$ cat config.mk
export PLATFORM = sky130hd
export DESIGN_NAME = catm_core
export DESIGN_NICKNAME = d
export VERILOG_FILES = /design/src/core/catm_core.v /design/src/core/catm_life_acc.v /design/src/core/catm_sync2.v
export VERILOG_INCLUDE_DIRS = /design/src /design/src/common
export SDC_FILE = /design/constraint.sdc
export NUM_CORES = 1
export LEC_CHECK = 0
export ABC_AREA = 1
export BUFFER_PORTS_ARGS = -buffer_cell sky130_fd_sc_hd__clkbuf_2
export CORE_MARGIN = 2
export CORE_UTILIZATION = 50
export CTS_CLUSTER_DIAMETER = 120
export DETAILED_ROUTE_END_ITERATION = 8
export HOLD_SLACK_MARGIN = 0.1
export PLACE_DENSITY_LB_ADDON = 0.05
export SLEW_MARGIN = 30
export SYNTH_ARGS = -nofsm -noshare
export SYNTH_HDL_FRONTEND = slang
export SYNTH_SLANG_ARGS = --single-unit
export TNS_END_PERCENT = 50
$ cat constraint.sdc
create_clock -name clk_i -period 4.1 [get_ports clk_i]
set_input_delay 0.615 -clock clk_i [delete_from_list [all_inputs] [get_ports clk_i]]
set_output_delay 0.615 -clock clk_i [all_outputs]
set_load 0.01 [all_outputs]
$ cat src/common/catm_defs.vh
/*
  Constants for the charge accumulator and elapsed time block: register
  byte addresses (page * 8 + byte), field positions, reset values and the
  cycle counts of the one second tick and of the disconnect delay.
  Assumes a 125 MHz clock and a byte-wide register port.
*/
`ifndef CATM_DEFS_VH
`define CATM_DEFS_VH

`define CATM_SEC_CYC 27'h7735940
`define CATM_DISC_CYC 28'hee6b280

`define CATM_A_STATUS 6'h00
`define CATM_A_THRESH 6'h07
`define CATM_A_ICA 6'h0c
`define CATM_A_RSVD 6'h0f
`define CATM_A_CCA_LO 6'h3c
`define CATM_A_CCA_HI 6'h3d
`define CATM_A_DCA_LO 6'h3e
`define CATM_A_DCA_HI 6'h3f

`define CATM_G_ETM 4'h2
`define CATM_G_DISC 4'h4
`define CATM_G_EOC 4'h5

`define CATM_ST_ADC 0
`define CATM_ST_CA 1
`define CATM_ST_EE 2
`define CATM_TH_LO 6
`define CATM_TH_HI 7

`define CATM_ST_RST 3'h7
`define CATM_TH_RST 2'h0
`define CATM_DQ_IDLE 1'b1

`define CATM_THR_NONE 16'h0000
`define CATM_THR_2 16'h0002
`define CATM_THR_4 16'h0004
`define CATM_THR_8 16'h0008

`define CATM_LIFE_FRAC 23
`define CATM_NET_FRAC 18

`endif

$ cat src/core/catm_core.v
/*
  Charge accounting and elapsed time meter: small-current dead band, net
  and lifetime charge counters with shadow requests, seconds counter with
  read snapshot, disconnect and charge_done_time_stamp time stamps.
  Assumes offset-corrected current samples arrive as one-cycle strobes in
  this clock domain, a byte register port driven by the bus engine, and a
  nonvolatile store that takes the shadow write requests.
*/
`timescale 1ns/10ps
`default_nettype none
`include "catm_defs.vh"

// How it works
// [RULE_01] Threshold top bits pick dead band 0/2/4/8.
// [RULE_02] Charge total grows only on charging samples.
// [RULE_03] Discharge total grows on discharging samples.
// [RULE_04] Enable or config low disables lifetime counters.
// [RULE_05] Host leaves page 07h alone when owned.
// [RULE_06] Shadow bit high copies counters to nonvolatile.
// [RULE_07] Enable low stops all; config low nets only.
// [RULE_08] Lifetime counters unsigned 16 bit, low first.
// [RULE_09] Net reaching zero leaves lifetime counters alone.
// [RULE_10] Recall eighth bit snapshots time for reads.
// [RULE_11] Thirty-two bit seconds counter from oscillator.
// [RULE_12] Two seconds low line stamps disconnect time.
// [RULE_13] After disconnect only the seconds counter runs.
// [RULE_14] Current reversal stamps charge_done_time_stamp time.
// [RULE_15] Time values are four bytes, low first.
// [RULE_16] Only samples above threshold are accumulated.
// [RULE_17] Each sample moves net and one lifetime total.
// [RULE_18] Status bits enable, config, shadow default one.
// [RULE_19] Fraction remainder kept between counter increments.
// [RULE_20] Counters wrap at full width without flag; the net counter holds at both ends instead.
module catm_core #(
  parameter [26:0] SEC_CYC = `CATM_SEC_CYC,
  parameter [27:0] DISC_CYC = `CATM_DISC_CYC
) (
  input wire clk_i,
  input wire reset_n_i,
  input wire [5:0] reg_addr_i,
  input wire reg_wr_i,
  input wire [7:0] reg_wdata_i,
  output wire [7:0] reg_rdata_o,
  input wire recall_bit8_i,
  input wire sample_valid_i,
  input wire [15:0] sample_i,
  input wire dq_i,
  output wire sleep_o,
  output wire page7_owned_o,
  output wire shadow_wr_o,
  output wire [5:0] shadow_addr_o,
  output wire [15:0] shadow_data_o
);

  localparam NW = 8 + `CATM_NET_FRAC;
  localparam [2:0] ST_RST = `CATM_ST_RST;

  reg adc_en_ff;
  reg acc_cfg_ff;
  reg shadow_en_ff;
  reg [1:0] thr_sel_ff;
  reg [NW-1:0] net_ff;
  reg [31:0] etm_ff;
  reg [31:0] etm_hold_ff;
  reg [31:0] unplug_ff;
  reg [31:0] done_ff;
  reg [26:0] sec_cnt_ff;
  reg [27:0] low_cnt_ff;
  reg sleep_ff;
  reg last_pos_ff;
  reg [7:0] rdata_ff;
  reg shadow_wr_ff;
  reg [5:0] shadow_addr_ff;
  reg [15:0] shadow_data_ff;

  reg [NW-1:0] nxt_net;
  reg [NW:0] net_sum;
  reg [31:0] nxt_etm;
  reg [31:0] nxt_unplug;
  reg [31:0] nxt_done;
  reg [7:0] nxt_rdata;
  reg [15:0] thr_mag;
  reg [15:0] mag;

  wire dq_s;
  wire active;
  wire life_en;
  wire take;
  wire pos;
  wire neg;
  wire sec_tick;
  wire unplug_hit;
  wire wr_etm;
  wire wr_unplug;
  wire wr_done;
  wire [4:0] bsel;
  wire [15:0] cca;
  wire [15:0] dca;
  wire cca_bump;
  wire cca_wlo;
  wire cca_whi;
  wire dca_bump;
  wire dca_wlo;
  wire dca_whi;

  catm_sync2 u_dq_sync (
    .clk_i(clk_i),
    .reset_n_i(reset_n_i),
    .d_i(dq_i),
    .q_o(dq_s)
  );

  // Configuration byte and threshold byte.
  always @(posedge clk_i) begin
    if (!reset_n_i) begin
      adc_en_ff <= ST_RST[`CATM_ST_ADC]; // [RULE_18]
      acc_cfg_ff <= ST_RST[`CATM_ST_CA];
      shadow_en_ff <= ST_RST[`CATM_ST_EE];
      thr_sel_ff <= `CATM_TH_RST;
    end else if (reg_wr_i) begin
      if (reg_addr_i == `CATM_A_STATUS) begin
        adc_en_ff <= reg_wdata_i[`CATM_ST_ADC]; // [RULE_18]
        acc_cfg_ff <= reg_wdata_i[`CATM_ST_CA];
        shadow_en_ff <= reg_wdata_i[`CATM_ST_EE];
      end
      if (reg_addr_i == `CATM_A_THRESH) begin
        thr_sel_ff <= {reg_wdata_i[`CATM_TH_HI], reg_wdata_i[`CATM_TH_LO]};
      end
    end
  end

  // Mode decode: the converter enable gates the sample path, config the totals.
  assign active = adc_en_ff & ~sleep_ff; // [RULE_07] [RULE_13]
  assign life_en = active & acc_cfg_ff; // [RULE_04] [RULE_07]
  assign page7_owned_o = adc_en_ff & acc_cfg_ff; // [RULE_05]

  // Sample magnitude and dead band.
  always @* begin
    mag = sample_i[15] ? (~sample_i + 16'h0001) : sample_i;
    case (thr_sel_ff)
      2'b00: thr_mag = `CATM_THR_NONE; // [RULE_01]
      2'b01: thr_mag = `CATM_THR_2;
      2'b10: thr_mag = `CATM_THR_4;
      2'b11: thr_mag = `CATM_THR_8;
      default: thr_mag = `CATM_THR_NONE;
    endcase
  end

  assign take = sample_valid_i & active & (mag > thr_mag); // [RULE_16]
  assign pos = take & ~sample_i[15]; // [RULE_17]
  assign neg = take & sample_i[15];

  // Net counter with fraction; it holds at both ends instead of wrapping.
  always @* begin
    net_sum = {1'b0, net_ff} + {{(NW-15){1'b0}}, mag};
    nxt_net = net_ff;
    if (pos) begin
      nxt_net = net_sum[NW] ? {NW{1'b1}} : net_sum[NW-1:0]; // [RULE_17]
    end else if (neg) begin
      if (net_ff < {{(NW-16){1'b0}}, mag}) begin
        nxt_net = {NW{1'b0}};
      end else begin
        nxt_net = net_ff - {{(NW-16){1'b0}}, mag};
      end
    end
    if (reg_wr_i && reg_addr_i == `CATM_A_ICA) begin
      nxt_net[NW-1:NW-8] = reg_wdata_i;
    end
  end

  always @(posedge clk_i) begin
    if (!reset_n_i) begin
      net_ff <= {NW{1'b0}};
    end else begin
      net_ff <= nxt_net;
    end
  end

  // Lifetime totals; an empty net counter never clears them.
  assign cca_wlo = reg_wr_i & life_en & (reg_addr_i == `CATM_A_CCA_LO);
  assign cca_whi = reg_wr_i & life_en & (reg_addr_i == `CATM_A_CCA_HI);
  assign dca_wlo = reg_wr_i & life_en & (reg_addr_i == `CATM_A_DCA_LO);
  assign dca_whi = reg_wr_i & life_en & (reg_addr_i == `CATM_A_DCA_HI);

  catm_life_acc u_charge_total (
    .clk_i(clk_i),
    .reset_n_i(reset_n_i),
    .inc_i(pos & life_en), // [RULE_02] [RULE_09]
    .mag_i(mag),
    .wr_lo_i(cca_wlo),
    .wr_hi_i(cca_whi),
    .wdata_i(reg_wdata_i),
    .count_o(cca),
    .bumped_o(cca_bump)
  );

  catm_life_acc u_discharge_total (
    .clk_i(clk_i),
    .reset_n_i(reset_n_i),
    .inc_i(neg & life_en), // [RULE_03] [RULE_09]
    .mag_i(mag),
    .wr_lo_i(dca_wlo),
    .wr_hi_i(dca_whi),
    .wdata_i(reg_wdata_i),
    .count_o(dca),
    .bumped_o(dca_bump)
  );

  // Shadow request goes out when an increment changed a whole count and the shadow bit is set.
  always @(posedge clk_i) begin
    if (!reset_n_i) begin
      shadow_wr_ff <= 1'b0;
      shadow_addr_ff <= 6'h00;
      shadow_data_ff <= 16'h0000;
    end else begin
      shadow_wr_ff <= life_en & shadow_en_ff & (cca_bump | dca_bump); // [RULE_06]
      if (cca_bump) begin
        shadow_addr_ff <= `CATM_A_CCA_LO;
        shadow_data_ff <= cca;
      end else if (dca_bump) begin
        shadow_addr_ff <= `CATM_A_DCA_LO;
        shadow_data_ff <= dca;
      end
    end
  end

  // One second tick from the clock.
  assign sec_tick = (sec_cnt_ff == SEC_CYC - 27'd1);

  always @(posedge clk_i) begin
    if (!reset_n_i) begin
      sec_cnt_ff <= 27'd0;
    end else if (sec_tick) begin
      sec_cnt_ff <= 27'd0;
    end else begin
      sec_cnt_ff <= sec_cnt_ff + 27'd1; // [RULE_11]
    end
  end

  // Disconnect detect from the synchronised data line.
  assign unplug_hit = ~dq_s & ~sleep_ff & (low_cnt_ff == DISC_CYC - 28'd1);

  always @(posedge clk_i) begin
    if (!reset_n_i) begin
      low_cnt_ff <= 28'd0;
      sleep_ff <= 1'b0;
    end else if (dq_s) begin
      low_cnt_ff <= 28'd0;
      sleep_ff <= 1'b0;
    end else if (unplug_hit) begin
      sleep_ff <= 1'b1; // [RULE_13]
    end else if (!sleep_ff) begin
      low_cnt_ff <= low_cnt_ff + 28'd1; // [RULE_12]
    end
  end

  assign sleep_o = sleep_ff;

  // Time registers; hardware stamps win over a same-cycle host write.
  assign bsel = {reg_addr_i[1:0], 3'b000};
  assign wr_etm = reg_wr_i & (reg_addr_i[5:2] == `CATM_G_ETM);
  assign wr_unplug = reg_wr_i & (reg_addr_i[5:2] == `CATM_G_DISC);
  assign wr_done = reg_wr_i & (reg_addr_i[5:2] == `CATM_G_EOC);

  always @* begin
    nxt_etm = etm_ff;
    if (wr_etm) begin
      nxt_etm[bsel +: 8] = reg_wdata_i;
    end else if (sec_tick) begin
      nxt_etm = etm_ff + 32'h0000_0001; // [RULE_11] [RULE_20]
    end
    nxt_unplug = unplug_ff;
    if (unplug_hit) begin
      nxt_unplug = etm_ff; // [RULE_12]
    end else if (wr_unplug) begin
      nxt_unplug[bsel +: 8] = reg_wdata_i;
    end
    nxt_done = done_ff;
    if (neg && last_pos_ff) begin
      nxt_done = etm_ff; // [RULE_14]
    end else if (wr_done) begin
      nxt_done[bsel +: 8] = reg_wdata_i;
    end
  end

  always @(posedge clk_i) begin
    if (!reset_n_i) begin
      etm_ff <= 32'h0000_0000;
      etm_hold_ff <= 32'h0000_0000;
      unplug_ff <= 32'h0000_0000;
      done_ff <= 32'h0000_0000;
      last_pos_ff <= 1'b0;
    end else begin
      etm_ff <= nxt_etm;
      unplug_ff <= nxt_unplug;
      done_ff <= nxt_done;
      if (recall_bit8_i) begin
        etm_hold_ff <= etm_ff; // [RULE_10]
      end
      if (pos) begin
        last_pos_ff <= 1'b1;
      end else if (neg) begin
        last_pos_ff <= 1'b0;
      end
    end
  end

  // Read data, one cycle after the address.
  always @* begin
    case (reg_addr_i)
      `CATM_A_STATUS: nxt_rdata = {5'h00, shadow_en_ff, acc_cfg_ff, adc_en_ff};
      `CATM_A_THRESH: nxt_rdata = {thr_sel_ff, 6'h00}; // [RULE_01]
      `CATM_A_ICA: nxt_rdata = net_ff[NW-1:NW-8];
      `CATM_A_RSVD: nxt_rdata = 8'hff;
      `CATM_A_CCA_LO: nxt_rdata = page7_owned_o ? cca[7:0] : 8'h00; // [RULE_08]
      `CATM_A_CCA_HI: nxt_rdata = page7_owned_o ? cca[15:8] : 8'h00;
      `CATM_A_DCA_LO: nxt_rdata = page7_owned_o ? dca[7:0] : 8'h00;
      `CATM_A_DCA_HI: nxt_rdata = page7_owned_o ? dca[15:8] : 8'h00;
      default: begin
        case (reg_addr_i[5:2])
          `CATM_G_ETM: nxt_rdata = etm_hold_ff[bsel +: 8]; // [RULE_10] [RULE_15]
          `CATM_G_DISC: nxt_rdata = unplug_ff[bsel +: 8]; // [RULE_15]
          `CATM_G_EOC: nxt_rdata = done_ff[bsel +: 8];
          default: nxt_rdata = 8'h00;
        endcase
      end
    endcase
  end

  always @(posedge clk_i) begin
    if (!reset_n_i) begin
      rdata_ff <= 8'h00;
    end else begin
      rdata_ff <= nxt_rdata;
    end
  end

  assign reg_rdata_o = rdata_ff;
  assign shadow_wr_o = shadow_wr_ff;
  assign shadow_addr_o = shadow_addr_ff;
  assign shadow_data_o = shadow_data_ff;

endmodule
`default_nettype wire

$ cat src/core/catm_life_acc.v
/*
  One lifetime charge counter: 16 whole counts above a fraction remainder.
  Assumes inc_i is a one-cycle pulse with an unsigned sample magnitude.
*/
`timescale 1ns/10ps
`default_nettype none
`include "catm_defs.vh"

module catm_life_acc (
  input wire clk_i,
  input wire reset_n_i,
  input wire inc_i,
  input wire [15:0] mag_i,
  input wire wr_lo_i,
  input wire wr_hi_i,
  input wire [7:0] wdata_i,
  output wire [15:0] count_o,
  output reg bumped_o
);

  localparam W = 16 + `CATM_LIFE_FRAC;

  reg [W-1:0] acc_ff;
  reg [W-1:0] nxt_acc;
  reg [W-1:0] sum;

  always @* begin
    sum = acc_ff + {{(W-16){1'b0}}, mag_i}; // [RULE_19] [RULE_20]
    nxt_acc = acc_ff;
    if (inc_i) begin
      nxt_acc = sum;
    end
    if (wr_lo_i) begin
      nxt_acc[W-9:W-16] = wdata_i;
    end
    if (wr_hi_i) begin
      nxt_acc[W-1:W-8] = wdata_i;
    end
  end

  always @(posedge clk_i) begin
    if (!reset_n_i) begin
      acc_ff <= {W{1'b0}};
      bumped_o <= 1'b0;
    end else begin
      acc_ff <= nxt_acc;
      bumped_o <= inc_i && (sum[W-1:W-16] != acc_ff[W-1:W-16]);
    end
  end

  assign count_o = acc_ff[W-1:W-16]; // [RULE_08]

endmodule
`default_nettype wire

$ cat src/core/catm_sync2.v
/*
  Two flip-flop synchroniser for one level.
  Assumes the input may change at any time relative to clk_i.
*/
`timescale 1ns/10ps
`default_nettype none
`include "catm_defs.vh"

module catm_sync2 (
  input wire clk_i,
  input wire reset_n_i,
  input wire d_i,
  output wire q_o
);

  reg meta_ff;
  reg sync_ff;

  always @(posedge clk_i) begin
    if (!reset_n_i) begin
      meta_ff <= `CATM_DQ_IDLE;
      sync_ff <= `CATM_DQ_IDLE;
    end else begin
      meta_ff <= d_i;
      sync_ff <= meta_ff;
    end
  end

  assign q_o = sync_ff;

endmodule
`default_nettype wire

==> results.tsv <==
metric	value	unit
rr_startpoint	adc_en_ff	
worst_slew_pin_slew	0.933	ns
yosysWarnings	0	
dr.pass1.iters	6	
synth-seq-area-share	29.2	%
dr_total_vias	24500	
io_buffers	67	
postSynthCellCount	3527	
drive_gt1_share	7.15	%
leakage	10.7	nW
start_util	50.5	%
synthFlopType	dfxtp_1	
post_drt_wl_per_cell	19.4	um
vias_per_cell	5.86	
grt.total_usage	34.4	%
async_flop_share	0	%
cts_sinks	325	
fin_skew	0.0311	ns
rows	77	
areaGrowthSynthToFinish	10.9	%
grt_max_degree	67	
gp_congestion	0.982	
dp_hpwl	58900	um
ys_types	56	
antenna_found_initial	1	
nets	3668	
holdCritPathClass	in -> reg	
drtIter0Drc	2471	
drc	0	
synth_nets	3645	
grt_pass1_wl	127000	um
irDropWorstVdd	0.352	mV
numCtsBuffers	40	
crit_start	sample_i[0]	
cp.arrival	4.22	ns
critPathLaunchType	input port	
worstSetupPathType	in -> reg	
max_slew_margin	37.8	%
timing.fmax	270	MHz
avgSynthCellArea	6.31	um2
clockBufferDepth	3	
setup_viol	0	
final-hold-violation-count	0	
worstHoldStart	dq_i	
final_max_slew_viol_count	0	
drt.antenna.violating_nets	0	
overflow	0	
cp-end-kind	flop	
layout_setup_ws	0.393	ns
cts_setup_buffers	0	
r2r_cells	11	
crit_path_max_fanout	7	
placed_cells	4099	
core	0.0441	mm2
power_per_cell_area	381	mW/mm2
clk_pin_slew	0.06	ns
dpl_worst_slack	-0.209	ns
synth_seq_cells	325	
layout_common_cells	nand2_1 (776), nor2_1 (431), inv_1 (411)	
cp.required	4.61	ns
rsz0062_at_grt	no	
die_h	215	um
num_io_pins	69	
tritoncts	done	
period_share	90.4	%
fp.dieArea	0.0462	mm2
clockRootBuffer	clkbuf_16	
final_common_cell	nand2_1	
die_x	215	um
drv_cap	0	
final_cells	4176	
holdPathStages	2	
cts.htree.levels	2	
synth_area	0.0223	mm2
synth-edff-count	0	
grt_pass1_vias	23300	
drt-total-wl	81100	um
clock_latency	0.60	ns
finalCriticalPeriod	3.71	ns
run_status	complete, no violations	
[cell families (layout without fill, tap and decap cells)]
family                     count (synthesis)  after routing  share of synthesized area [%]
and+or+nand+nor                         1758           1758                           34.0
AOI/OAI and AO/OA                        675            675                           17.3
buffers and inverters                    572            627                           10.2
DFF                                      325            325                           29.2
xor gates and xnor gates                 110            110                           4.33
adders and majority gates                 82             82                           4.74
muxes                                      4              4                          0.202
other                                      1              3                         0.0168
[stage by stage]
stage	util (%)	power, W	hold slack, ns	setup TNS (ns)	area, um2
final	56.0	0.00940	0.210	0	24700
after global routing	56.0	0.00982	0.205	0	24700
after CTS	55.9	0.00939	0.195	0	24700
after detailed placement	52.5	0.00539	0.457	-1.81	23200
after global placement	52.5	0.00537	0.434	-0.486	23200
after floorplan	-	0.00478	0.393	0	22300
[power breakdown]
| part | total, W | leakage (nW) | switching [W] | internal, W |
|---|---|---|---|---|
| clock network | 0.00401 | 0.718 | 0.00155 | 0.00246 |
| registers | 0.00337 | 2.64 | 0.000109 | 0.00326 |
| logic | 0.00202 | 7.36 | 0.00138 | 0.000642 |
[registers in the layout, summed over array words and instances, names as in the netlist, 2 cells and up]
| name | count |
|---|---|
| u_charge_total.acc_ff | 39 |
| u_discharge_total.acc_ff | 39 |
| done_ff | 32 |
| etm_ff | 32 |
| etm_hold_ff | 32 |
| unplug_ff | 32 |
| low_cnt_ff | 28 |
| sec_cnt_ff | 27 |
| net_ff | 26 |
| shadow_data_o | 16 |
| reg_rdata_o | 8 |
| shadow_addr_o | 2 |
| thr_sel_ff | 2 |
[cell type report]
type                    count  area (um2)
repair buffers            129         848
inverters                 424        1590
clock buffers              55        1170
well taps                 592         741
fillers                  4504       19400
multi-input cells        2630       13500
diodes                      2        5.00
flip-flops and latches    325        6510
clock inverters            19         324
[metal layers]
layer	track usage [%]	share of wire (%)	wire length (um)
met2	57.0	46	37100
met1	44.3	42	33900
met3	4.43	7.5	6100
met4	16.7	4.8	3880
met5	0	0	0
[cells in the mapped netlist (29+ instances only)]
cell        n  share of area (%)
nand2_1   777                 13
nor2_1    433                7.3
dfxtp_1   325                 29
nand3_1   306                6.9
nor4_1     29               0.81
o221ai_1   59                2.3
a21oi_1   263                5.9
inv_1     413                7.0
o21ai_0   224                5.0
nand4_1    48                1.3
buf_2      34               0.76
ha_1       78                4.4
clkbuf_1   91                1.5
xor2_1     83                3.3
nor3_1    106                2.4
a31oi_1    37                1.0
[critical path, cell delays in order]
cell and delay (ns):
clkbuf_2 0.13, inv_1 0.14, ha_1 0.18, inv_1 0.07
nor3_1 0.16, nand2_1 0.12, inv_1 0.09, nand3_1 0.08
nand3_1 0.08, nand2_1 0.30, ha_4 0.43, inv_1 0.10
nor2_1 0.10, inv_1 0.08, nor2_1 0.11, and2_1 0.23
nand4_1 0.18, nand3_1 0.22, nand2_1 0.26, o21ai_0 0.15
a21oi_1 0.06, nand2_1 0.08, nand3_1 0.07, a21oi_1 0.17
[timing repair]
item                                   4_1_cts  5_1_grt
endpoints found under the hold margin        0        0
setup endpoints to repair                    0        3
gates resized for setup                      0        1
hold buffers                                 0        0
[final timing paths]
| check | to | slack (ns) |
|---|---|---|
| worst min register to register | sec_cnt_ff[0] | 0.45 |
| worst max-delay path | net_ff[22] | 0.39 |
| worst max register to register | u_charge_total.acc_ff[36] | 0.87 |
| worst min-delay path | u_dq_sync.meta_ff | 0.21 |
(Power assumes the default switching activity.)
